===== config.mk =====
export PLATFORM = sky130hd
export DESIGN_NAME = pfcd_host
export DESIGN_NICKNAME = d
export VERILOG_FILES = /design/src/include/pfcd_pkg.sv /design/src/core/pfcd_host.sv
export SDC_FILE = /design/constraint.sdc
export NUM_CORES = 1
export LEC_CHECK = 0
export BUFFER_PORTS_ARGS = -buffer_cell sky130_fd_sc_hd__buf_2
export CAP_MARGIN = 0
export CORE_UTILIZATION = 50
export CTS_BUF_LIST = sky130_fd_sc_hd__clkbuf_4 sky130_fd_sc_hd__clkbuf_8 sky130_fd_sc_hd__clkbuf_16
export DETAILED_ROUTE_END_ITERATION = 16
export PLACE_DENSITY = 0.78
export SYNTH_ARGS = -nofsm -noshare
export SYNTH_HDL_FRONTEND = slang
export SYNTH_SLANG_ARGS = --single-unit

===== constraint.sdc =====
create_clock -name clk -period 11.57 [get_ports clk]
set_clock_uncertainty 0.05 [all_clocks]
set_input_delay 1.157 -clock clk [delete_from_list [all_inputs] [get_ports clk]]
set_output_delay 1.157 -clock clk [all_outputs]
set_load 0.05 [all_outputs]

===== src/include/pfcd_pkg.sv =====
// package of command codes, identifier offsets and bus timing for the flash host
// assumes a 10 MHz system clock and a 16-bit flash data bus
package pfcd_pkg;
   // command codes written on the data lines
   localparam logic [7:0] CMD_READ_ARRAY = 8'hFF;
   localparam logic [7:0] CMD_READ_ID = 8'h90;
   localparam logic [7:0] CMD_READ_QUERY = 8'h98;
   localparam logic [7:0] CMD_READ_STATUS = 8'h70;
   localparam logic [7:0] CMD_CLEAR_STATUS = 8'h50;
   localparam logic [7:0] CMD_BLOCK_ERASE = 8'h20;
   localparam logic [7:0] CMD_CHIP_ERASE = 8'h30;
   localparam logic [7:0] CMD_PROGRAM = 8'h40;
   localparam logic [7:0] CMD_PROGRAM_ALT = 8'h10;
   localparam logic [7:0] CMD_PAGE_PROGRAM = 8'hE8;
   localparam logic [7:0] CMD_SUSPEND = 8'hB0;
   localparam logic [7:0] CMD_CONFIRM = 8'hD0;
   localparam logic [7:0] CMD_LOCK_SETUP = 8'h60;
   localparam logic [7:0] CMD_LOCK_SET = 8'h01;
   localparam logic [7:0] CMD_LOCK_DOWN = 8'h2F;
   localparam logic [7:0] CMD_OTP_PROGRAM = 8'hC0;
   localparam logic [7:0] CMD_SET_READ_CFG = 8'h03;
   localparam logic [7:0] CMD_SET_PART_CFG = 8'h04;
   // identifier offsets on the low address lines
   localparam logic [15:0] ID_MAKER_OFS = 16'h0000;
   localparam logic [15:0] ID_DEVICE_OFS = 16'h0001;
   localparam logic [15:0] ID_READ_CFG_OFS = 16'h0005;
   localparam logic [15:0] ID_PART_CFG_OFS = 16'h0006;
   localparam logic [15:0] ID_OTP_LOCK_OFS = 16'h0080;
   localparam logic [15:0] ID_OTP_DATA_OFS = 16'h0081;
   // bus cycle timing, in ns and derived cycles
   localparam int CLK_PERIOD_NS = 100;
   localparam int STROBE_LOW_NS = 100;
   localparam int STROBE_CYC = (STROBE_LOW_NS + CLK_PERIOD_NS - 1) / CLK_PERIOD_NS;
   localparam int READ_ACCESS_NS = 200;
   localparam int READ_CYC = (READ_ACCESS_NS + CLK_PERIOD_NS - 1) / CLK_PERIOD_NS;
   // host operations requested on the user port
   typedef enum logic [3:0] {
      PFCD_OP_READ_ARRAY = 4'h0,
      PFCD_OP_READ_ID = 4'h1,
      PFCD_OP_READ_QUERY = 4'h2,
      PFCD_OP_BLOCK_ERASE = 4'h3,
      PFCD_OP_CHIP_ERASE = 4'h4,
      PFCD_OP_PROGRAM = 4'h5,
      PFCD_OP_PAGE_PROGRAM = 4'h6,
      PFCD_OP_LOCK = 4'h7,
      PFCD_OP_OTP_PROGRAM = 4'h8,
      PFCD_OP_SET_CFG = 4'h9,
      PFCD_OP_SUSPEND = 4'hA,
      PFCD_OP_RESUME = 4'hB,
      PFCD_OP_READ_WORD = 4'hC
   } pfcd_op_e;
endpackage : pfcd_pkg


===== src/core/pfcd_host.sv =====
// host that drives a partitioned flash command decoder through its parallel pins
// assumes the flash sits on pins with the chip select, write and output strobes active low
`timescale 1ns/1ps
module pfcd_host #(
   parameter int ADDR_W = 21,
   parameter int DATA_W = 16,
   parameter int MAX_WORDS = 32
) (
   // clock, reset, enable
   input wire logic clk,
   input wire logic sys_rst,
   input wire logic clk_en,
   // user request
   input wire logic req_valid,
   output logic req_ready,
   input wire logic [3:0] req_op,
   input wire logic [ADDR_W-1:0] req_addr,
   input wire logic [DATA_W-1:0] req_data,
   input wire logic [7:0] req_sub,
   input wire logic engine_busy,
   // page buffer data feed
   input wire logic [DATA_W-1:0] page_data,
   input wire logic [5:0] page_count,
   output logic page_take,
   // read answer
   output logic rd_valid,
   output logic [DATA_W-1:0] rd_data,
   output logic refused,
   // flash pins
   output logic [ADDR_W-1:0] fl_addr,
   output logic [DATA_W-1:0] fl_dq_o,
   output logic fl_dq_oe,
   input wire logic [DATA_W-1:0] fl_dq_i,
   output logic fl_ce_n,
   output logic fl_we_n,
   output logic fl_oe_n,
   output logic fl_rst_n
);
   // host sequencer states
   typedef enum logic [2:0] {
      ST_IDLE = 3'b000, ST_WR_LOW = 3'b001, ST_WR_HIGH = 3'b010, ST_RD_LOW = 3'b011, ST_DONE = 3'b100
   } pfcd_state_e;
   pfcd_state_e st_q, st_d;
   logic [3:0] cnt_q, cnt_d; // strobe timing counter
   logic [2:0] step_q, step_d; // write index in the sequence
   logic [5:0] words_q, words_d; // page words still to load
   logic [3:0] op_q, op_d; // held operation
   logic [ADDR_W-1:0] base_q, base_d; // address of first cycle
   logic [DATA_W-1:0] dat_q, dat_d; // held data word
   logic [7:0] sub_q, sub_d; // second lock/config code
   logic [ADDR_W-1:0] fa_q, fa_d; // address on the pins
   logic [DATA_W-1:0] fd_q, fd_d; // data on the pins
   logic [DATA_W-1:0] rd_q, rd_d; // captured read word
   logic rdv_q, rdv_d, ref_q, ref_d, take_q, take_d;
   logic [DATA_W-1:0] dq_s1_q, dq_s2_q; // data pin synchroniser
   logic last_w;

   // pad a command byte onto the data lines
   function automatic logic [DATA_W-1:0] cmd_word(input logic [7:0] c);
      cmd_word = {{(DATA_W-8){1'b0}}, c};
   endfunction : cmd_word

   // number of command writes for each operation, zero means a pure read
   function automatic logic [2:0] write_count(input logic [3:0] op);
      case (op)
         pfcd_pkg::PFCD_OP_READ_WORD: write_count = 3'd0;
         pfcd_pkg::PFCD_OP_READ_ARRAY, pfcd_pkg::PFCD_OP_READ_ID, pfcd_pkg::PFCD_OP_READ_QUERY,
         pfcd_pkg::PFCD_OP_SUSPEND, pfcd_pkg::PFCD_OP_RESUME: write_count = 3'd1;
         pfcd_pkg::PFCD_OP_PAGE_PROGRAM: write_count = 3'd4;
         default: write_count = 3'd2;
      endcase
   endfunction : write_count

   // ops that start the write engine
   function automatic logic is_alter(input logic [3:0] op);
      is_alter = (op == pfcd_pkg::PFCD_OP_BLOCK_ERASE) || (op == pfcd_pkg::PFCD_OP_CHIP_ERASE) ||
                 (op == pfcd_pkg::PFCD_OP_PROGRAM) || (op == pfcd_pkg::PFCD_OP_PAGE_PROGRAM) ||
                 (op == pfcd_pkg::PFCD_OP_OTP_PROGRAM);
   endfunction : is_alter

   assign req_ready = (st_q == ST_IDLE);
   assign last_w = (step_q + 3'd1 >= write_count(op_q)) && (words_q == 6'd0);

   // sequencer next state
   always_comb begin
      st_d = st_q;
      cnt_d = cnt_q;
      step_d = step_q;
      words_d = words_q;
      op_d = op_q;
      base_d = base_q;
      dat_d = dat_q;
      sub_d = sub_q;
      fa_d = fa_q;
      fd_d = fd_q;
      rd_d = rd_q;
      rdv_d = 1'b0;
      ref_d = 1'b0;
      take_d = 1'b0;
      case (st_q)
         ST_IDLE: begin
            if (req_valid) begin
               if (is_alter(req_op) && engine_busy) begin
                  ref_d = 1'b1; // engine must be idle everywhere
               end else begin
                  op_d = req_op;
                  base_d = req_addr; // command writes carry the address, set config replaces its low 16 lines
                  dat_d = req_data;
                  sub_d = req_sub;
                  step_d = 3'd0;
                  words_d = 6'd0;
                  cnt_d = 4'd0;
                  fa_d = req_addr;
                  st_d = (write_count(req_op) == 3'd0) ? ST_RD_LOW : ST_WR_LOW; // single read
                  case (req_op)
                     pfcd_pkg::PFCD_OP_READ_ARRAY: fd_d = cmd_word(pfcd_pkg::CMD_READ_ARRAY);
                     pfcd_pkg::PFCD_OP_READ_ID: fd_d = cmd_word(pfcd_pkg::CMD_READ_ID);
                     pfcd_pkg::PFCD_OP_READ_QUERY: fd_d = cmd_word(pfcd_pkg::CMD_READ_QUERY);
                     pfcd_pkg::PFCD_OP_BLOCK_ERASE: fd_d = cmd_word(pfcd_pkg::CMD_BLOCK_ERASE);
                     pfcd_pkg::PFCD_OP_CHIP_ERASE: fd_d = cmd_word(pfcd_pkg::CMD_CHIP_ERASE);
                     pfcd_pkg::PFCD_OP_PROGRAM: fd_d = cmd_word(pfcd_pkg::CMD_PROGRAM);
                     pfcd_pkg::PFCD_OP_PAGE_PROGRAM: fd_d = cmd_word(pfcd_pkg::CMD_PAGE_PROGRAM);
                     pfcd_pkg::PFCD_OP_OTP_PROGRAM: fd_d = cmd_word(pfcd_pkg::CMD_OTP_PROGRAM);
                     pfcd_pkg::PFCD_OP_SUSPEND: fd_d = cmd_word(pfcd_pkg::CMD_SUSPEND);
                     pfcd_pkg::PFCD_OP_RESUME: fd_d = cmd_word(pfcd_pkg::CMD_CONFIRM);
                     default: fd_d = cmd_word(pfcd_pkg::CMD_LOCK_SETUP); // lock and config setup
                  endcase
                  if (req_op == pfcd_pkg::PFCD_OP_SET_CFG) begin
                     fa_d = {req_addr[ADDR_W-1:16], req_data}; // value on low 16 lines
                     base_d = {req_addr[ADDR_W-1:16], req_data};
                  end
               end
            end
         end
         ST_WR_LOW: begin
            // both strobes low; data held stable through the rise
            if (cnt_q + 4'd1 >= 4'(pfcd_pkg::STROBE_CYC)) begin
               cnt_d = 4'd0;
               st_d = ST_WR_HIGH;
            end else begin
               cnt_d = cnt_q + 4'd1;
            end
         end
         ST_WR_HIGH: begin
            // strobes high; prepare the next write of the sequence
            if (last_w) begin
               st_d = ST_DONE;
            end else begin
               st_d = ST_WR_LOW;
               fa_d = base_q; // same address on second cycle
               if (op_q == pfcd_pkg::PFCD_OP_PAGE_PROGRAM) begin
                  // count, then address/data pairs, then confirm
                  if (step_q == 3'd0) begin
                     fd_d = {{(DATA_W-6){1'b0}}, page_count};
                     words_d = page_count + 6'd1;
                     step_d = 3'd1;
                  end else if (words_q != 6'd0) begin
                     fa_d = ADDR_W'(base_q + ADDR_W'(page_count + 6'd1 - words_q));
                     fd_d = page_data;
                     take_d = 1'b1;
                     words_d = words_q - 6'd1;
                     step_d = (words_q == 6'd1) ? 3'd2 : 3'd1;
                  end else begin
                     fd_d = cmd_word(pfcd_pkg::CMD_CONFIRM);
                     step_d = 3'd3;
                  end
               end else begin
                  step_d = step_q + 3'd1;
                  case (op_q)
                     pfcd_pkg::PFCD_OP_BLOCK_ERASE, pfcd_pkg::PFCD_OP_CHIP_ERASE:
                        fd_d = cmd_word(pfcd_pkg::CMD_CONFIRM);
                     pfcd_pkg::PFCD_OP_LOCK: fd_d = cmd_word(sub_q); // 01, D0 or 2F
                     pfcd_pkg::PFCD_OP_SET_CFG: fd_d = cmd_word(sub_q); // 03 or 04
                     default: fd_d = dat_q; // program and otp data word
                  endcase
               end
            end
         end
         ST_RD_LOW: begin
            // chip select and output enable low for one single read
            if (cnt_q + 4'd1 >= 4'(pfcd_pkg::READ_CYC) + 4'd2) begin
               rd_d = dq_s2_q;
               rdv_d = 1'b1;
               cnt_d = 4'd0;
               st_d = ST_IDLE;
            end else begin
               cnt_d = cnt_q + 4'd1;
            end
         end
         ST_DONE: begin
            st_d = ST_IDLE;
         end
         default: st_d = ST_IDLE;
      endcase
   end

   // registers, frozen while the enable is low
   always_ff @(posedge clk) begin
      if (sys_rst) begin
         st_q <= ST_IDLE;
         cnt_q <= 4'h0;
         step_q <= 3'h0;
         words_q <= 6'h0;
         op_q <= 4'h0;
         base_q <= '0;
         dat_q <= '0;
         sub_q <= 8'h00;
         fa_q <= '0;
         fd_q <= '0;
         rd_q <= '0;
         rdv_q <= 1'b0;
         ref_q <= 1'b0;
         take_q <= 1'b0;
         dq_s1_q <= '0;
         dq_s2_q <= '0;
      end else if (clk_en) begin
         st_q <= st_d;
         cnt_q <= cnt_d;
         step_q <= step_d;
         words_q <= words_d;
         op_q <= op_d;
         base_q <= base_d;
         dat_q <= dat_d;
         sub_q <= sub_d;
         fa_q <= fa_d;
         fd_q <= fd_d;
         rd_q <= rd_d;
         rdv_q <= rdv_d;
         ref_q <= ref_d;
         take_q <= take_d;
         dq_s1_q <= fl_dq_i;
         dq_s2_q <= dq_s1_q;
      end
   end

   // pins: reset pin low during system reset puts every partition in array read
   assign fl_rst_n = ~sys_rst;
   assign fl_addr = fa_q;
   assign fl_dq_o = fd_q;
   assign fl_dq_oe = (st_q == ST_WR_LOW) || (st_q == ST_WR_HIGH);
   assign fl_ce_n = ~((st_q == ST_WR_LOW) || (st_q == ST_RD_LOW));
   assign fl_we_n = ~(st_q == ST_WR_LOW);
   assign fl_oe_n = ~(st_q == ST_RD_LOW); // never with write strobe low
   assign rd_valid = rdv_q;
   assign rd_data = rd_q;
   assign refused = ref_q;
   assign page_take = take_q;
endmodule : pfcd_host


==> metrics.yaml <==
n_fill_cell: 1446
die_h_microns: 131
critPathKind: "input pin to flop"
drtIter0Drc: 588
fp.dieW_microns: 131
grt_pass1_vias: 7049
worst_path_most_repeated_cell: "ha_1"
drc_errors: 0
dp.final_hpwl_microns: 15700
drv_slew: 0
seq_area_sq_mm: 0.00306
hold_buffers: 0
viasPerCell: 5.63
hold_violations: 0
r2r_setup_slack_ns: 6.85
grt_pass1_wl_microns: 35200
dpl.cell_count: 1328
synth.largest_area_cell: "dfxtp_1"
cts_max_level: 4
worst-path-buf-inv: 3
grt_max_degree: 100
netlist_area_sq_mm: 0.00828
fin_cells: 1362
cap_violations: 0
p_int_mw: 0.947
setup_viol: 0
path_clk_slew_ns: 0.07
path_delay_family: "compound AO/OA/AOI/OAI gates"
crit_fanout: 15
seq_area_frac_synth: 0.370
hold_depth: 2
cts.sinks: 153
r2r-end: "fl_addr[20]"
crit_chain: "buf_2, inv_1, ha_1, inv_1, ha_1, fa_1, a21o_1, a21oi_1, o31a_1, ha_1, a21oi_1, nand2_1, o21ai_0, a311oi_1, a211oi_2, o21ai_1, mux2i_1, xor2_1, o41ai_2"
yosys_warnings: 0
netSwitchingPower_mw: 0.476
rsz0062_at_grt: "false"
clkPwrFrac: 0.390
cp.required_ns: 11.84
sw_frac_of_total: 0.334
post-place-ws_ns: 6.01
gr-total-overflow: 0
grt_antenna_before_repair: 0
yosysTopAreaCellShare: 0.370
cts_inserted_buffers: 17
power.density_mw_per_mm2: 146
vdd_drop_max_mv: 0.104
syn2layout_area_growth_pct: 17.4
tns_ns: 0
start_util: 0.517
rr_worst_depth: 17
synth_area_leaders: "dfxtp_1 (37%), mux2i_1 (7.7%), ha_1 (7.1%)"
synth_cell_types: 68
period_minus_slack_ns: 5.20
crit_path_end_kind: "flop"
synth_enable_flop_cells: 0
row_count: 46
status: "finished, final reports clean"
vias: 7668
fin_crit_sh: 0.449
async_reset_ff_frac: 0
crit_slowest_cell: "o31a_1"
globalRouteTotalUtil: 0.267
relSlewSlack: 0.219
hold_path.startpoint: "fl_addr[10]"
clk_path_buf_depth: 2
dr.pass1.iters: 5
crit_path_start_kind: "input pin"
root_buffer: "clkbuf_16"
drtAntennaViolNets: 0
syn_avg_cell_area_sq_um: 8.16
ioPinCount: 154
hold_path.class: "flop to flop"
insertion_delay_ns: 0.44
placement.io_buffers: 153
synth_top_flop_cell: "dfxtp_1"
crit_arrival_ns: 5.47
cts_tree: "built"
ctsResizeCount: 0
nNetsFinal: 1273
timing.fmax_mhz: 192
hold_ws_ns: 0.404
share_comb_of_total_power: 0.204
cts_setup_buffers: 0
multi_input_area_sq_mm: 0.00483
ys_top_cells_by_count: "dfxtp_1 (153), nor2_1 (135), nand2_1 (129)"
gp_congestion: 0.875
design.die.area_sq_mm: 0.0171
power_frac_seq: 0.405
min_to: "fl_addr[10]"
wl_microns: 22200
detail_route.wl_per_cell_microns: 16.3
core-area_sq_mm: 0.0160
worstMarginPinSlew_ns: 1.17
p_leak_nw: 4.16
crit_path_max_incr_delay_ns: 0.63
synth_fp_nets: 1157
r2r_start: "words_q[0]"
total_power_mw: 1.42
yosysMostFrequentCell: "dfxtp_1"
synth-seq-cells: 153
drive_gt1_frac: 0.191
timing.final.ws_setup_ns: 6.37
syn-instance-count: 1015
[through the flow]
| stage | utilization | cell area [sq um] |
|---|---|---|
| 2_1_floorplan | - | 8280 |
| 3_3_place_gp | 0.570 | 9120 |
| 3_5_place_dp | 0.570 | 9120 |
| 4_1_cts | 0.607 | 9710 |
| 5_1_grt | 0.607 | 9710 |
| 6_report | 0.607 | 9720 |
[cell type report]
cell class	instances	share of cell area
Antenna cell	2	0.000515
Clock buffer	17	0.0438
Clock inverter	15	0.0176
Inverter	33	0.0127
Multi-Input combinational cell	765	0.497
Sequential cell	153	0.315
Tap cell	216	0.0278
Timing Repair Buffer	161	0.0852
[logic make-up (layout without fill, tap and decap cells)]
group	count (synthesis)	count (layout)	share of synthesized area
AO/OA/AOI/OAI	249	249	0.195
other	0	2	0
flip-flops	153	153	0.370
XOR/XNOR	29	29	0.0307
AND/OR/NAND/NOR	371	371	0.197
multiplexers	66	66	0.0801
buffers and inverters	97	226	0.0491
adder cells (fa/ha/maj)	50	50	0.0783
[worst min-delay path: stages (launching register included)]
cell and delay, ns:
dfxtp_1 0.31, nand2_1 0.05, a21oi_1 0.05
[routing by layer]
layer  track usage  vias up  part of all wire
met5             0        -                 0
met4        0.0947        0             0.022
met3        0.0546       43             0.068
met2         0.424      256              0.46
met1         0.359     3566              0.45
li1              -     3803                 -
[cell usage in the layout, fill, tap and decap left out, drive strengths merged, types with 5 or more instances in the layout]
cell / Yosys / routed
a2111oi: 5 / 5
a211oi: 29 / 29
a21o: 7 / 7
a21oi: 104 / 104
a221oi: 5 / 5
a22oi: 8 / 8
a311oi: 9 / 9
a31oi: 7 / 7
and3: 8 / 8
buf: 28 / 161
clkbuf: 36 / 17
clkinv: 0 / 5
dfxtp: 153 / 153
ha: 47 / 47
inv: 33 / 43
mux2i: 64 / 64
nand2: 132 / 132
nand2b: 8 / 8
nand3: 19 / 19
nor2: 139 / 139
nor2b: 6 / 6
nor3: 35 / 35
o211ai: 12 / 12
o21ai: 31 / 31
o221ai: 5 / 5
o22ai: 5 / 5
or3: 5 / 5
xnor2: 16 / 16
xor2: 13 / 13
[sequential cells by signal, summed over array words and instances (netlist names)]
register / count
st_q: 3
base_q: 21
cnt_q: 4
fl_addr: 21
fl_dq_o: 16
rd_data: 16
dq_s1_q: 16
step_q: 3
dq_s2_q: 16
refused: 1
rd_valid: 1
dat_q: 16
op_q: 4
page_take: 1
words_q: 6
sub_q: 8
[power groups by stage]
stage	logic, mW	clock network [mW]	registers [mW]
after global routing	0.321	0.586	0.580
after global placement	0.283	0	0.587
after CTS	0.289	0.562	0.576
after floorplan	0.189	0	0.612
final	0.291	0.556	0.577
after detailed placement	0.288	0	0.588
[worst max path at each step]
stage             startpoint     endpoint  slack (ns)  cells past startpoint
2_1_floorplan  page_count[1]  fl_addr[18]        6.72                     17
3_3_place_gp   page_count[1]  fl_addr[18]        6.15                     18
3_5_place_dp   page_count[1]  fl_addr[18]        6.01                     18
4_1_cts        page_count[1]  fl_addr[20]        6.41                     19
5_1_grt        page_count[1]  fl_addr[20]        6.12                     19
6_report       page_count[1]  fl_addr[20]        6.37                     19
Note: power is estimated with default switching activity, not from simulation.
